[src/include/tsg_consts.svh]
`ifndef TSG_CONSTS_SVH
`define TSG_CONSTS_SVH

`define TSG_CLK_NS 10
`define TSG_MS_NS 1000000
`define TSG_UNIT_NS 10000
`define TSG_UNIT_CYC (`TSG_UNIT_NS / `TSG_CLK_NS)
`define TSG_FRAME_MS 10
`define TSG_FRAME_BITS 64
`define TSG_BLINK_MS 1000
`define TSG_FAIL_BLINK_MS 250
`define TSG_REMOVE_MS 3000
`define TSG_STAT_FAIL_BIT 8
`define TSG_STAT_RESET 16'h0000
`define TSG_RNG_250 2'h0
`define TSG_RNG_500 2'h1
`define TSG_RNG_2000 2'h2
`define TSG_K_250_DPS10 16'h09C4
`define TSG_K_250_LEGACY 16'h61A8
`define TSG_K_500 16'h1388
`define TSG_K_2000 16'h4E20

`endif

[src/include/tsg_pkg.sv]
package tsg_pkg;

	typedef enum logic [4:0] {
		TSG_CAL_IDLE = 5'b00001,
		TSG_CAL_REMOVE = 5'b00010,
		TSG_CAL_RUN = 5'b00100,
		TSG_CAL_READY = 5'b01000,
		TSG_CAL_FAIL = 5'b10000
	} tsg_cal_t;

	typedef enum logic [2:0] {
		TSG_CMD_QUERY = 3'h0,
		TSG_CMD_REPEAT = 3'h1,
		TSG_CMD_ZERO = 3'h2,
		TSG_CMD_SAVE = 3'h3,
		TSG_CMD_ANGLE_SET = 3'h4,
		TSG_CMD_OTHER = 3'h5
	} tsg_cmd_t;

endpackage

[src/include/tsg_hist_if.sv]
`timescale 1ns/1ps
interface tsg_hist_if #(parameter int AW = 4, parameter int DW = 8);
	logic wrEn;
	logic [AW-1:0] wrAddr;
	logic [DW-1:0] wrData;
	logic rdEn;
	logic [AW-1:0] rdAddr;
	logic [DW-1:0] rdData;
	modport ctrl(output wrEn, wrAddr, wrData, rdEn, rdAddr, input rdData);
	modport mem(input wrEn, wrAddr, wrData, rdEn, rdAddr, output rdData);
endinterface

[src/rtl/tsg_hist_mem.sv]
`timescale 1ns/1ps
module tsg_hist_mem #(
	parameter int AW = 4, // address width
	parameter int DW = 8 // word width
) (
	input wire logic clk_sys, // system clock
	tsg_hist_if.mem hist // history port
);
	logic [DW-1:0] mem [2**AW];
	logic [DW-1:0] rdData_r;

	if (AW < 1) begin : g_chk
		$error("tsg_hist_mem: AW must be at least 1");
	end

	always_ff @(posedge clk_sys) begin
		if (hist.wrEn) begin
			mem[hist.wrAddr] <= hist.wrData;
		end
		if (hist.rdEn) begin
			rdData_r <= mem[hist.rdAddr];
		end
	end

	assign hist.rdData = rdData_r;
endmodule

[src/rtl/tsg_readout.sv]
`timescale 1ns/1ps
`include "tsg_consts.svh"
// Overview of operation
// - Rate per axis, range 250, 500 or 2000 degrees per second.
// - Legacy scaling: span 25000 divider 100 at 250, divider 10 otherwise.
// - Current scaling reports degrees per second times ten at every range.
// - Rate integrates to an angle per axis, reported in tenths of a degree.
// - Gyro readings go out on USB, serial and CAN links.
// - Pulse train carries the Z rate alongside track data.
// - Pulse train carries left, right, tape detect and marker data.
// - Pulse train repeats continuously, new content every 10 ms.
// - Power LED lights while the sensor runs.
// - Track LED lit with track, blending red left, green right.
// - Marker LEDs light while left or right marker is seen.
// - Calibration checks sensors; failure gives message, LED flash, status bit 8.
// - Maintenance or runtime zero starts calibration; save makes it permanent.
// - Start-up setting enabled runs calibration at power-up without command.
// - Start-up calibration shows green for marker removal, then red.
// - Successful start-up calibration flashes green once per second.
// - Text commands accepted on serial and USB ports.
// - Lines starting with question mark are queries.
// - Every direct query is appended to the history queue; replayed queries are not.
// - Lone hash re-executes the most recent query.
// - Hash with number replays one history query every that many ms.
// - Range select 0, 1, 2 for 250, 500, 2000; default 0.
// - Angle of a chosen axis can be preset, value in tenths of degree.
module tsg_readout #(
	parameter int MS_CYC = `TSG_MS_NS / `TSG_CLK_NS, // clocks per ms
	parameter int HIST_DEPTH = 16, // history queue entries
	parameter int SAMPLE_HZ = 100 // gyro sample rate
) (
	input wire logic clk_sys, // system clock
	input wire logic rst, // async reset, high
	input wire logic gyroValid, // new raw sample pulse
	input wire logic signed [15:0] gyroX, // raw X rate
	input wire logic signed [15:0] gyroY, // raw Y rate
	input wire logic signed [15:0] gyroZ, // raw Z rate
	input wire logic [1:0] gyroRangeSelect, // range code
	input wire logic legacyScale, // pre-v3 scaling
	input wire logic signed [15:0] trackLeft, // left track mm
	input wire logic signed [15:0] trackRight, // right track mm
	input wire logic tapeDetect, // track present
	input wire logic markerLeft, // left marker seen
	input wire logic markerRight, // right marker seen
	input wire logic singleWirePulseTrainMode, // pulse train on
	input wire logic startupFieldCalSetting, // cal at power-up
	input wire logic cmdValid, // command line pulse
	input wire tsg_pkg::tsg_cmd_t cmdKind, // decoded kind
	input wire logic [7:0] cmdCode, // query code
	input wire logic signed [15:0] cmdArg, // period or angle
	input wire logic [1:0] cmdAxis, // axis 0..2
	input wire logic calDone, // field cal finished
	input wire logic calFail, // integrity test failed
	output logic calStart, // start field cal pulse
	output logic calCommit, // store cal pulse
	output logic errMsg, // failure message pulse
	output logic queryExec, // execute query pulse
	output logic [7:0] queryCode, // query to execute
	output logic signed [15:0] rateX, // X dps*10
	output logic signed [15:0] rateY, // Y dps*10
	output logic signed [15:0] rateZ, // Z dps*10
	output logic signed [15:0] angleX, // X deg*10
	output logic signed [15:0] angleY, // Y deg*10
	output logic signed [15:0] angleZ, // Z deg*10
	output logic [15:0] statusWord, // sensor status
	output logic pulseOut, // single wire output
	output logic ledPower, // power LED
	output logic ledTrackRed, // track LED red
	output logic ledTrackGreen, // track LED green
	output logic ledMarkerLeft, // left marker LED
	output logic ledMarkerRight // right marker LED
);
	localparam int AW = $clog2(HIST_DEPTH);
	localparam int MSW = $clog2(MS_CYC + 1);
	localparam int UW = $clog2(`TSG_UNIT_CYC + 1);

	if (MS_CYC < 1 || SAMPLE_HZ < 1 || HIST_DEPTH < 2 ||
			HIST_DEPTH != 2**AW) begin : g_chk
		$error("tsg_readout: unsupported parameter values");
	end

	typedef struct packed {
		logic powerOn;
		logic strapDone;
		logic [7:0] pwmCnt;
		logic [MSW-1:0] msCnt;
		logic msTick;
		logic [3:0] frameMs;
		logic [2:0][15:0] rate;
		logic [2:0][31:0] acc;
		logic [2:0][15:0] angle;
		logic [15:0] status;
		tsg_pkg::tsg_cal_t cal;
		logic calBoot;
		logic calPend;
		logic [11:0] calMs;
		logic calStartP;
		logic calCommitP;
		logic errP;
		logic [`TSG_FRAME_BITS-1:0] txSh;
		logic [6:0] txLeft;
		logic [1:0] txPh;
		logic [UW-1:0] txUnit;
		logic pulse;
		logic ledG;
		logic ledR;
		logic ledML;
		logic ledMR;
		logic [AW-1:0] wrPtr;
		logic [AW:0] histCnt;
		logic [AW-1:0] rptIdx;
		logic rptOn;
		logic [15:0] rptPer;
		logic [15:0] rptMs;
		logic rdWait;
		logic holdV;
		logic [7:0] holdCode;
		logic qExec;
		logic [7:0] qCode;
	} tsg_state_t;

	tsg_state_t state_r;
	tsg_state_t state_nxt;
	logic wrEn;
	logic rdEn;
	logic [AW-1:0] rdAddr;

	tsg_hist_if #(.AW(AW), .DW(8)) hist ();

	tsg_hist_mem #(.AW(AW), .DW(8)) u_hist (
		.clk_sys(clk_sys),
		.hist(hist)
	);

	// Constant multiply then >>15 keeps full-scale raw at the span edge
	function automatic logic [15:0] scaleRate(
		input logic signed [15:0] raw,
		input logic [1:0] rng,
		input logic legacy
	);
		logic signed [31:0] prod;
		logic [15:0] k;
		k = legacy ? `TSG_K_250_LEGACY : `TSG_K_250_DPS10;
		if (rng == `TSG_RNG_500) begin
			k = `TSG_K_500;
		end else if (rng == `TSG_RNG_2000) begin
			k = `TSG_K_2000;
		end
		prod = 32'(raw) * $signed({16'h0000, k});
		return prod[30:15];
	endfunction

	function automatic logic [15:0] angleOf(input logic [31:0] acc);
		return 16'($signed(acc) / SAMPLE_HZ);
	endfunction

	always_comb begin
		logic signed [15:0] raw [3];
		logic signed [16:0] pos;
		logic [7:0] gDuty;
		logic zeroCmd;
		logic frameGo;
		logic dirQuery;
		logic [AW-1:0] oldest;
		raw[0] = gyroX;
		raw[1] = gyroY;
		raw[2] = gyroZ;
		pos = 17'(($signed({trackLeft[15], trackLeft}) +
			$signed({trackRight[15], trackRight})) >>> 1);
		gDuty = 8'h80;
		zeroCmd = cmdValid && cmdKind == tsg_pkg::TSG_CMD_ZERO;
		dirQuery = cmdValid && cmdKind == tsg_pkg::TSG_CMD_QUERY;
		oldest = state_r.wrPtr - state_r.histCnt[AW-1:0];
		frameGo = 1'b0;
		wrEn = 1'b0;
		rdEn = 1'b0;
		rdAddr = '0;
		state_nxt = state_r;
		state_nxt.msTick = 1'b0;
		state_nxt.calStartP = 1'b0;
		state_nxt.calCommitP = 1'b0;
		state_nxt.errP = 1'b0;
		state_nxt.qExec = 1'b0;
		state_nxt.powerOn = 1'b1;
		state_nxt.pwmCnt = state_r.pwmCnt + 8'h01;
		if (state_r.msCnt == MSW'(MS_CYC - 1)) begin
			state_nxt.msCnt = '0;
			state_nxt.msTick = 1'b1;
		end else begin
			state_nxt.msCnt = state_r.msCnt + 1'b1;
		end

		// Gyro scaling, integration and preset
		for (int i = 0; i < 3; i++) begin
			if (gyroValid) begin
				state_nxt.rate[i] = scaleRate(raw[i], gyroRangeSelect,
					legacyScale);
				state_nxt.acc[i] = state_r.acc[i] +
					{{16{state_nxt.rate[i][15]}}, state_nxt.rate[i]};
			end
			if (cmdValid && cmdKind == tsg_pkg::TSG_CMD_ANGLE_SET &&
					cmdAxis == 2'(i)) begin
				state_nxt.acc[i] = 32'($signed(cmdArg) * SAMPLE_HZ);
			end
			state_nxt.angle[i] = angleOf(state_r.acc[i]);
		end

		// Default LED view: blend follows mean of both tracks
		if (pos > 17'sh0007F) begin
			gDuty = 8'hFF;
		end else if (pos < -17'sh0007F) begin
			gDuty = 8'h01;
		end else begin
			gDuty = 8'(pos[7:0] + 8'h80);
		end
		state_nxt.ledG = tapeDetect && state_r.pwmCnt < gDuty;
		state_nxt.ledR = tapeDetect && state_r.pwmCnt >= gDuty;
		state_nxt.ledML = markerLeft;
		state_nxt.ledMR = markerRight;

		// Calibration; save goes first so a same-cycle pass stays pending
		if (cmdValid && cmdKind == tsg_pkg::TSG_CMD_SAVE &&
				state_r.calPend) begin
			state_nxt.calCommitP = 1'b1;
			state_nxt.calPend = 1'b0;
		end
		unique case (state_r.cal)
			tsg_pkg::TSG_CAL_IDLE: begin
				if (!state_r.strapDone) begin
					state_nxt.strapDone = 1'b1;
					if (startupFieldCalSetting) begin
						state_nxt.cal = tsg_pkg::TSG_CAL_REMOVE;
						state_nxt.calBoot = 1'b1;
						state_nxt.calMs = '0;
					end
				end else if (zeroCmd) begin
					state_nxt.cal = tsg_pkg::TSG_CAL_RUN;
					state_nxt.calBoot = 1'b0;
					state_nxt.calStartP = 1'b1;
				end
			end
			tsg_pkg::TSG_CAL_REMOVE: begin
				state_nxt.ledG = 1'b1;
				state_nxt.ledR = 1'b0;
				if (state_r.msTick) begin
					state_nxt.calMs = state_r.calMs + 12'h001;
					if (state_r.calMs == 12'(`TSG_REMOVE_MS - 1)) begin
						state_nxt.cal = tsg_pkg::TSG_CAL_RUN;
						state_nxt.calStartP = 1'b1;
					end
				end
			end
			tsg_pkg::TSG_CAL_RUN: begin
				state_nxt.ledG = 1'b0;
				state_nxt.ledR = 1'b1;
				state_nxt.calMs = '0;
				if (calDone && calFail) begin
					state_nxt.cal = tsg_pkg::TSG_CAL_FAIL;
					state_nxt.status[`TSG_STAT_FAIL_BIT] = 1'b1;
					state_nxt.errP = 1'b1;
				end else if (calDone) begin
					state_nxt.status[`TSG_STAT_FAIL_BIT] = 1'b0;
					state_nxt.cal = state_r.calBoot ?
						tsg_pkg::TSG_CAL_READY : tsg_pkg::TSG_CAL_IDLE;
					state_nxt.calPend = !state_r.calBoot;
				end
			end
			tsg_pkg::TSG_CAL_READY: begin
				state_nxt.ledG =
					state_r.calMs < 12'(`TSG_BLINK_MS / 2);
				state_nxt.ledR = 1'b0;
				if (state_r.msTick) begin
					state_nxt.calMs =
						(state_r.calMs == 12'(`TSG_BLINK_MS - 1)) ?
						12'h000 : state_r.calMs + 12'h001;
				end
				if (zeroCmd) begin
					state_nxt.cal = tsg_pkg::TSG_CAL_RUN;
					state_nxt.calBoot = 1'b0;
					state_nxt.calStartP = 1'b1;
				end else if (tapeDetect) begin
					state_nxt.cal = tsg_pkg::TSG_CAL_IDLE;
				end
			end
			tsg_pkg::TSG_CAL_FAIL: begin
				// Track and marker LEDs flash until a new calibration is asked for
				state_nxt.ledG =
					state_r.calMs < 12'(`TSG_FAIL_BLINK_MS / 2);
				state_nxt.ledR = state_nxt.ledG;
				state_nxt.ledML = state_nxt.ledG;
				state_nxt.ledMR = state_nxt.ledG;
				if (state_r.msTick) begin
					state_nxt.calMs =
						(state_r.calMs == 12'(`TSG_FAIL_BLINK_MS - 1)) ?
						12'h000 : state_r.calMs + 12'h001;
				end
				if (zeroCmd) begin
					state_nxt.cal = tsg_pkg::TSG_CAL_RUN;
					state_nxt.calBoot = 1'b0;
					state_nxt.calStartP = 1'b1;
				end
			end
			default: begin
				state_nxt.cal = tsg_pkg::TSG_CAL_IDLE;
			end
		endcase

		// Pulse train: 3-unit cells, high 1 unit for 0, 2 units for 1
		if (state_r.msTick) begin
			frameGo = state_r.frameMs == 4'(`TSG_FRAME_MS - 1);
			state_nxt.frameMs = frameGo ? 4'h0 : state_r.frameMs + 4'h1;
		end
		if (!singleWirePulseTrainMode) begin
			state_nxt.txLeft = '0;
		end else if (state_r.txLeft == 7'h00) begin
			if (frameGo) begin
				state_nxt.txSh = {trackLeft, trackRight, 13'h0000,
					markerRight, markerLeft, tapeDetect,
					state_r.rate[2]};
				state_nxt.txLeft = 7'(`TSG_FRAME_BITS);
				state_nxt.txPh = 2'h0;
				state_nxt.txUnit = '0;
			end
		end else if (state_r.txUnit == UW'(`TSG_UNIT_CYC - 1)) begin
			state_nxt.txUnit = '0;
			if (state_r.txPh == 2'h2) begin
				state_nxt.txPh = 2'h0;
				state_nxt.txSh = {state_r.txSh[`TSG_FRAME_BITS-2:0], 1'b0};
				state_nxt.txLeft = state_r.txLeft - 7'h01;
			end else begin
				state_nxt.txPh = state_r.txPh + 2'h1;
			end
		end else begin
			state_nxt.txUnit = state_r.txUnit + 1'b1;
		end
		state_nxt.pulse = singleWirePulseTrainMode &&
			state_r.txLeft != 7'h00 && (state_r.txPh == 2'h0 ||
			(state_r.txPh == 2'h1 && state_r.txSh[`TSG_FRAME_BITS-1]));

		// Query history and repetition
		if (dirQuery) begin
			wrEn = 1'b1;
			state_nxt.wrPtr = state_r.wrPtr + 1'b1;
			if (state_r.histCnt != (AW + 1)'(HIST_DEPTH)) begin
				state_nxt.histCnt = state_r.histCnt + 1'b1;
			end
		end
		if (cmdValid && cmdKind != tsg_pkg::TSG_CMD_REPEAT) begin
			state_nxt.rptOn = 1'b0;
		end else if (cmdValid && cmdArg == 16'sh0000) begin
			rdEn = state_r.histCnt != '0;
			rdAddr = state_r.wrPtr - 1'b1;
		end else if (cmdValid) begin
			state_nxt.rptOn = cmdArg > 16'sh0000;
			state_nxt.rptPer = cmdArg;
			state_nxt.rptMs = '0;
			state_nxt.rptIdx = '0;
		end else if (state_r.rptOn && state_r.msTick) begin
			state_nxt.rptMs = state_r.rptMs + 16'h0001;
			if (state_r.rptMs == state_r.rptPer - 16'h0001) begin
				state_nxt.rptMs = '0;
				rdEn = state_r.histCnt != '0;
				rdAddr = oldest + state_r.rptIdx;
				state_nxt.rptIdx =
					((AW + 1)'(state_r.rptIdx) + 1'b1 >= state_r.histCnt) ?
					'0 : state_r.rptIdx + 1'b1;
			end
		end
		state_nxt.rdWait = rdEn;
		if (state_r.rdWait) begin
			state_nxt.holdV = 1'b1;
			state_nxt.holdCode = hist.rdData;
		end
		// A direct query wins the cycle; a replay waits one more
		if (dirQuery) begin
			state_nxt.qExec = 1'b1;
			state_nxt.qCode = cmdCode;
		end else if (state_r.holdV) begin
			state_nxt.qExec = 1'b1;
			state_nxt.qCode = state_r.holdCode;
			state_nxt.holdV = state_r.rdWait;
		end
	end

	always_ff @(posedge clk_sys or posedge rst) begin
		if (rst) begin
			state_r <= '0;
			state_r.cal <= tsg_pkg::TSG_CAL_IDLE;
			state_r.status <= `TSG_STAT_RESET;
		end else begin
			state_r <= state_nxt;
		end
	end

	assign hist.wrEn = wrEn;
	assign hist.wrAddr = state_r.wrPtr;
	assign hist.wrData = cmdCode;
	assign hist.rdEn = rdEn;
	assign hist.rdAddr = rdAddr;

	// Readings are held here for whichever link front end asks
	assign rateX = state_r.rate[0];
	assign rateY = state_r.rate[1];
	assign rateZ = state_r.rate[2];
	assign angleX = state_r.angle[0];
	assign angleY = state_r.angle[1];
	assign angleZ = state_r.angle[2];
	assign statusWord = state_r.status;
	assign calStart = state_r.calStartP;
	assign calCommit = state_r.calCommitP;
	assign errMsg = state_r.errP;
	assign queryExec = state_r.qExec;
	assign queryCode = state_r.qCode;
	assign pulseOut = state_r.pulse;
	assign ledPower = state_r.powerOn;
	assign ledTrackRed = state_r.ledR;
	assign ledTrackGreen = state_r.ledG;
	assign ledMarkerLeft = state_r.ledML;
	assign ledMarkerRight = state_r.ledMR;
endmodule

[config.mk]
export PLATFORM = sky130hd
export DESIGN_NAME = tsg_readout
export DESIGN_NICKNAME = d
export VERILOG_FILES = /design/src/include/tsg_pkg.sv /design/src/include/tsg_hist_if.sv /design/src/rtl/tsg_hist_mem.sv /design/src/rtl/tsg_readout.sv
export VERILOG_INCLUDE_DIRS = /design/src /design/src/include
export SDC_FILE = /design/constraint.sdc
export NUM_CORES = 2
export LEC_CHECK = 0
export BUFFER_PORTS_ARGS = -buffer_cell sky130_fd_sc_hd__buf_2
export CAP_MARGIN = 20
export CORE_ASPECT_RATIO = 0.75
export CORE_MARGIN = 2
export CORE_UTILIZATION = 30
export DETAILED_ROUTE_END_ITERATION = 7
export GPL_TIMING_DRIVEN = 1
export PLACE_DENSITY = 0.44
export SETUP_SLACK_MARGIN = 0.3
export SLEW_MARGIN = 20
export SYNTH_ARGS = -nofsm -noshare
export SYNTH_HDL_FRONTEND = slang
export SYNTH_HIERARCHICAL = 1
export SYNTH_SLANG_ARGS = --single-unit
[constraint.sdc]
create_clock -name clk_sys -period 32.5 [get_ports clk_sys]
set_input_delay 0 -clock clk_sys [delete_from_list [all_inputs] [get_ports clk_sys]]
set_output_delay 0 -clock clk_sys [all_outputs]
set_load 0.005 [all_outputs]
# Word level (Yosys, flattened, before mapping)
# Memories as Yosys holds them, arrays and structs flattened. A register that Yosys moved wholly into a read port is not among the register bits.
# Cells that the tools add are included.
[totals]
output_inout_bits = 130
inputBits = 123
mem_bits_rw = 128
reg_bits = 400
n_memories = 1
[op_classes]
div = 3
magnitude_cmp = 8
reduce_logical = 52
n_mux = 87
n_bitwise = 2
eq_ne = 38
n_addsub = 21
multipliers = 4
[memory_table]
columns = ["name", "words", "width", "rd", "rd_clocked_by_memory_dff", "wr", "line", "text"]
rows = [
  ["u_hist.mem", 16, 8, 1, 1, 1, "tsg_hist_mem.sv:9", "logic [DW-1:0] mem [2**AW];"],
]
[ops]
columns = ["op", "n"]
rows = [
  ["$mux 32", 6],
  ["$mux 83", 2],
  ["$add 32x32->32", 3],
  ["$div 32x8->32 const B", 3],
  ["$mul 16x17->31", 3],
  ["$mux 73", 1],
  ["$mux 12", 6],
  ["$mux 71", 1],
  ["$mux 16", 4],
  ["$pmux 12 s5", 1],
  ["$mux 15", 3],
  ["$mux 4", 11],
  ["$mux 17", 2],
  ["$mux 33", 1],
  ["$mux 5", 6],
  ["$mux 9", 3],
  ["$mux 1", 26],
  ["$pmux 5 s5", 1],
  ["$mul 16x6->22 const B", 1],
  ["$reduce_bool 2->1", 10],
  ["$mux 6", 3],
  ["$ne 2x2->1 const B", 9],
  ["$add 16x16->17", 1],
  ["$add 17x1->17 const B", 1],
  ["other kinds (65)", 107],
]

# Longest topological paths before layout
[depth]
depth_word = 8
depth_mapped = 78

# Hierarchy
# The synthesis kept the hierarchy.
[modules_own_cells]
columns = ["mod", "instances", "area_each_um2", "cells_each"]
rows = [
  ["tsg_readout", 1, 64409.3, 7682],
  ["tsg_hist_mem", 1, 5227.5, 229],
]

# Worst setup path before layout
# Ideal clock, no wire load.
[synth_timing]
kind = "reg-to-reg"
startpoint = "register state_r[305] (netlist bit)"
endpoint = "register state_r, in the netlist angleZ[12]"
path_stages_with_launch = 69
path_slack_ns = 14.794
required_time_ns = 32.366
arrival_ns = 17.572
n_path_buf = 1
cell_sequence = "dfrtp_1 > or4_4 > or2_1 > buf_6 > o41a_1 > and2_1 > nor4_2 > o22ai_1 > xor2_2 > a21oi_1 > o221a_2 > or2_2 > a211oi_2 > nor2_1 > a2111oi_2 > o22ai_1 > o22ai_2 > o21a_1 > [... 33 more ...] > o21a_1 > nor2_1 > maj3_1 > xnor2_2 > a21oi_2 > nand2b_4 > a211oi_1 > nor2_1 > a311oi_1 > a21o_1 > a22o_1 > a221o_1 > ha_1 > nand3_1 > inv_1 > nand2_1 > o21ai_0 > xnor2_1"
[synth_lines]
columns = ["element", "line", "text"]
rows = [
  ["start: declaration", "tsg_readout.sv:122", "tsg_state_t state_r;"],
  ["start signal: assignment", "tsg_readout.sv:391", "state_r <= state_nxt;"],
]

==> results.sh <==
export IMPL_outcome="finished, final reports clean"
export IMPL_syn_avg_cell_area_um2=8.80
export IMPL_dieArea_um2=236000
export IMPL_grt_pass1_vias=56021
export IMPL_coreArea_um2=231000
export IMPL_synth_cell_area_um2=69600
export IMPL_die_y_um=421
export IMPL_antenna_found_initial=33
export IMPL_utilization_pct=33.0
export IMPL_grt_max_degree=146
export IMPL_worst_pin_slew_ns=1.13
export IMPL_clk_pin_slew_worst_paths_ns=0.06
export IMPL_fin_skew_ns=0.0602
export IMPL_htreeDepth=3
export IMPL_overflow=0
export IMPL_setup_viol=0
export IMPL_ant_nets=0
export IMPL_cts_buffer_depth=3
export IMPL_pin_count=253
export IMPL_nNetsFinal=9093
export IMPL_synth_common_cells="inv_1 (781), nand2_1 (693), ha_1 (566)"
export IMPL_yosys_register_bits=536
export IMPL_synth_top_cell_area_share_pct=14.3
export IMPL_place_congestion=0.865
export IMPL_maxCapViolations=0
export IMPL_cts_tree="built"
export IMPL_wl_um=217000
export IMPL_cp_arrival_ns=23.11
export IMPL_post_route_period_util_pct=69.4
export IMPL_area_delta_synth_final_pct=9.54
export IMPL_post_synth_top_count_cell="inv_1"
export IMPL_timing_slew_headroom_pct=24.0
export IMPL_ys_seq_area_share_pct=20.2
export IMPL_yosysWarnings=6
export IMPL_yosys_top_cells_area="dfrtp_1 (14%), fa_1 (13%), ha_1 (10%), edfxtp_1 (5.9%), xnor2_1 (4.4%)"
export IMPL_drc=0
export IMPL_slowest_stage="mux2i_2"
export IMPL_hp_class="in -> async"
export IMPL_grt_pass1_wl_um=338000
export IMPL_startpoint_type="flip-flop"
export IMPL_final_hold_violation_count=0
export IMPL_clock_root_buffer="clkbuf_16"
export IMPL_drive_gt1_share_pct=11.3
export IMPL_cts_buffers=70
export IMPL_insertion_delay_ns=0.69
export IMPL_wl_per_cell_um=19.5
export IMPL_end_kind="flip-flop"
export IMPL_hpwl_um=171000
export IMPL_dp_slack_ns=10.31
export IMPL_rr_worst_depth=66
export IMPL_initial_core_util_pct=30.1
export IMPL_dieWidth_um=560
export IMPL_cp_slowest_stage_delay_ns=0.79
export IMPL_clock_sinks=536
export IMPL_async_flop_share_pct=74.6
export IMPL_worstSetupPathType="reg -> reg"
export IMPL_io_buffers=237
export IMPL_gr_usage_all_layers_pct=17.9
export IMPL_ctsResizeCount=0
export IMPL_ys_flop_type="dfrtp_1"
export IMPL_rsz0062_at_grt="false"
export IMPL_timing_hold_ws_ns=0.0225
export IMPL_viasPerCell=5.22
export IMPL_postLayoutSetupSlackWorst_ns=9.95
export IMPL_max_freq_mhz=44.3
export IMPL_crit_top_cell="nor2_1"
export IMPL_n_fill_cell=24178
export IMPL_num_rows=153
export IMPL_synth_distinct_cells=180
export IMPL_post_route_min_period_ns=22.55
export IMPL_drt_pass1_iterations=6
export IMPL_synthCells=7911
export IMPL_worst_ep_required_time_ns=33.05
export IMPL_vias=58086
export IMPL_synth_top_area_cell="dfrtp_1"
export IMPL_path_max_fanout=15
export IMPL_synth_edf_count=136
export IMPL_finalMaxSlewViolations=0
export IMPL_drtIter0Drc=3970
export IMPL_fin_setup_tns_ns=0
==> path summary, 6_finish.rpt <==
| kind | startpoint | end | slack (ns) |
|---|---|---|---|
| min reg2reg | state_r[392] | state_r[392] | 0.47 |
| min | rst | state_r[391] | 0.02 |
| max in group asynchronous | rst | angleX[1] | 29.38 |
| min in group clk_sys | cmdKind[2] | hist.wrAddr[0] | 0.11 |
| max | state_r[310] | angleZ[12] | 9.95 |
| max reg2reg | state_r[310] | angleZ[12] | 9.95 |
==> state kept, by name, summed over array words and instances (netlist names), 4 cells and up <==
register / flops
queryCode: 8
state_r: 281
angleY: 16
angleX: 16
u_hist/mem: 128
rateX: 16
hist.wrAddr: 4
rateY: 16
rateZ: 16
angleZ: 16
u_hist/hist.rdData: 8
==> worst max-delay path, delay by kind of cell (launching register included) <==
kind,cells,cell delay (ns)
adder cells (fa/ha/maj),2,0.63
AND/OR/NAND/NOR,17,5.03
AO/OA/AOI/OAI,38,13.10
multiplexers,3,1.43
flip-flops,1,0.49
XOR/XNOR,5,1.63
buffers and inverters,1,0.07
==> final cells by class <==
class,instances,area [um^2],area share (%)
inverter,783,2950,3.87
multi-input combinational,6184,50400,66.0
timing repair buffer,394,2570,3.37
antenna,10,25.0,0.0328
sequential,536,14100,18.5
clock inverter,35,515,0.676
clock buffer,90,1880,2.47
tap,3100,3880,5.09
==> metrics by stage <==
stage                     instances  cell area, um^2
after floorplan                7925            69700
after global placement        10917            73000
after detailed placement      10918            73000
after CTS                     11120            76200
after global routing          11128            76300
final                         11132            76300
==> logic make-up after synthesis <==
| kind of cell | count (synthesis) | share of synthesized area (%) |
|---|---|---|
| adder cells (fa/ha/maj) | 1020 | 23.0 |
| XOR/XNOR | 496 | 6.36 |
| flip-flops | 536 | 20.2 |
| multiplexers | 246 | 4.40 |
| AO/OA/AOI/OAI | 2016 | 20.9 |
| AND/OR/NAND/NOR | 2390 | 17.4 |
| buffers and inverters | 1205 | 7.75 |
| other | 2 | 0.0108 |
==> repair_timing <==
item / in CTS / in global routing
endpoints found under the hold margin: 367 / 0
buffers inserted: 0 / 0
hold buffers: 77 / 0
==> metal layers <==
layer,track usage (%),vias to the layer above,wire [um]
li1,-,28149,-
met4,2.87,10,3370
met3,2.08,192,8940
met2,27.5,1227,95000
met5,0,-,62
met1,27.1,28508,109000
==> layout by cell type, fill, tap and decap left out, drive strengths merged, types with 29 or more instances in the layout <==
| cell type | count |
|---|---|
| a211oi | 67 |
| nor4 | 60 |
| mux2i | 131 |
| nor3 | 202 |
| or3 | 55 |
| o21bai | 85 |
| fa | 435 |
| o22ai | 45 |
| a31oi | 98 |
| and2 | 194 |
| nand2 | 695 |
| or2 | 57 |
| nand3 | 181 |
| dlygate4sd3 | 77 |
| mux2 | 83 |
| nand4 | 69 |
| dfrtp | 399 |
| buf | 316 |
| a22oi | 33 |
| o2111ai | 29 |
| clkbuf | 91 |
| a21o | 71 |
| inv | 784 |
| and3 | 50 |
| o21a | 100 |
| o31ai | 63 |
| edfxtp | 136 |
| a22o | 31 |
| nand2b | 97 |
| a21oi | 411 |
| o21ai | 450 |
| mux4 | 32 |
| ha | 566 |
| nor2 | 478 |
| nor2b | 144 |
| xnor2 | 359 |
| o211ai | 73 |
| a221oi | 32 |
| xor2 | 137 |
Power is left out: the tool's default activity adds up to more than one toggle a clock period on the data nets, which glitch-free logic cannot reach.
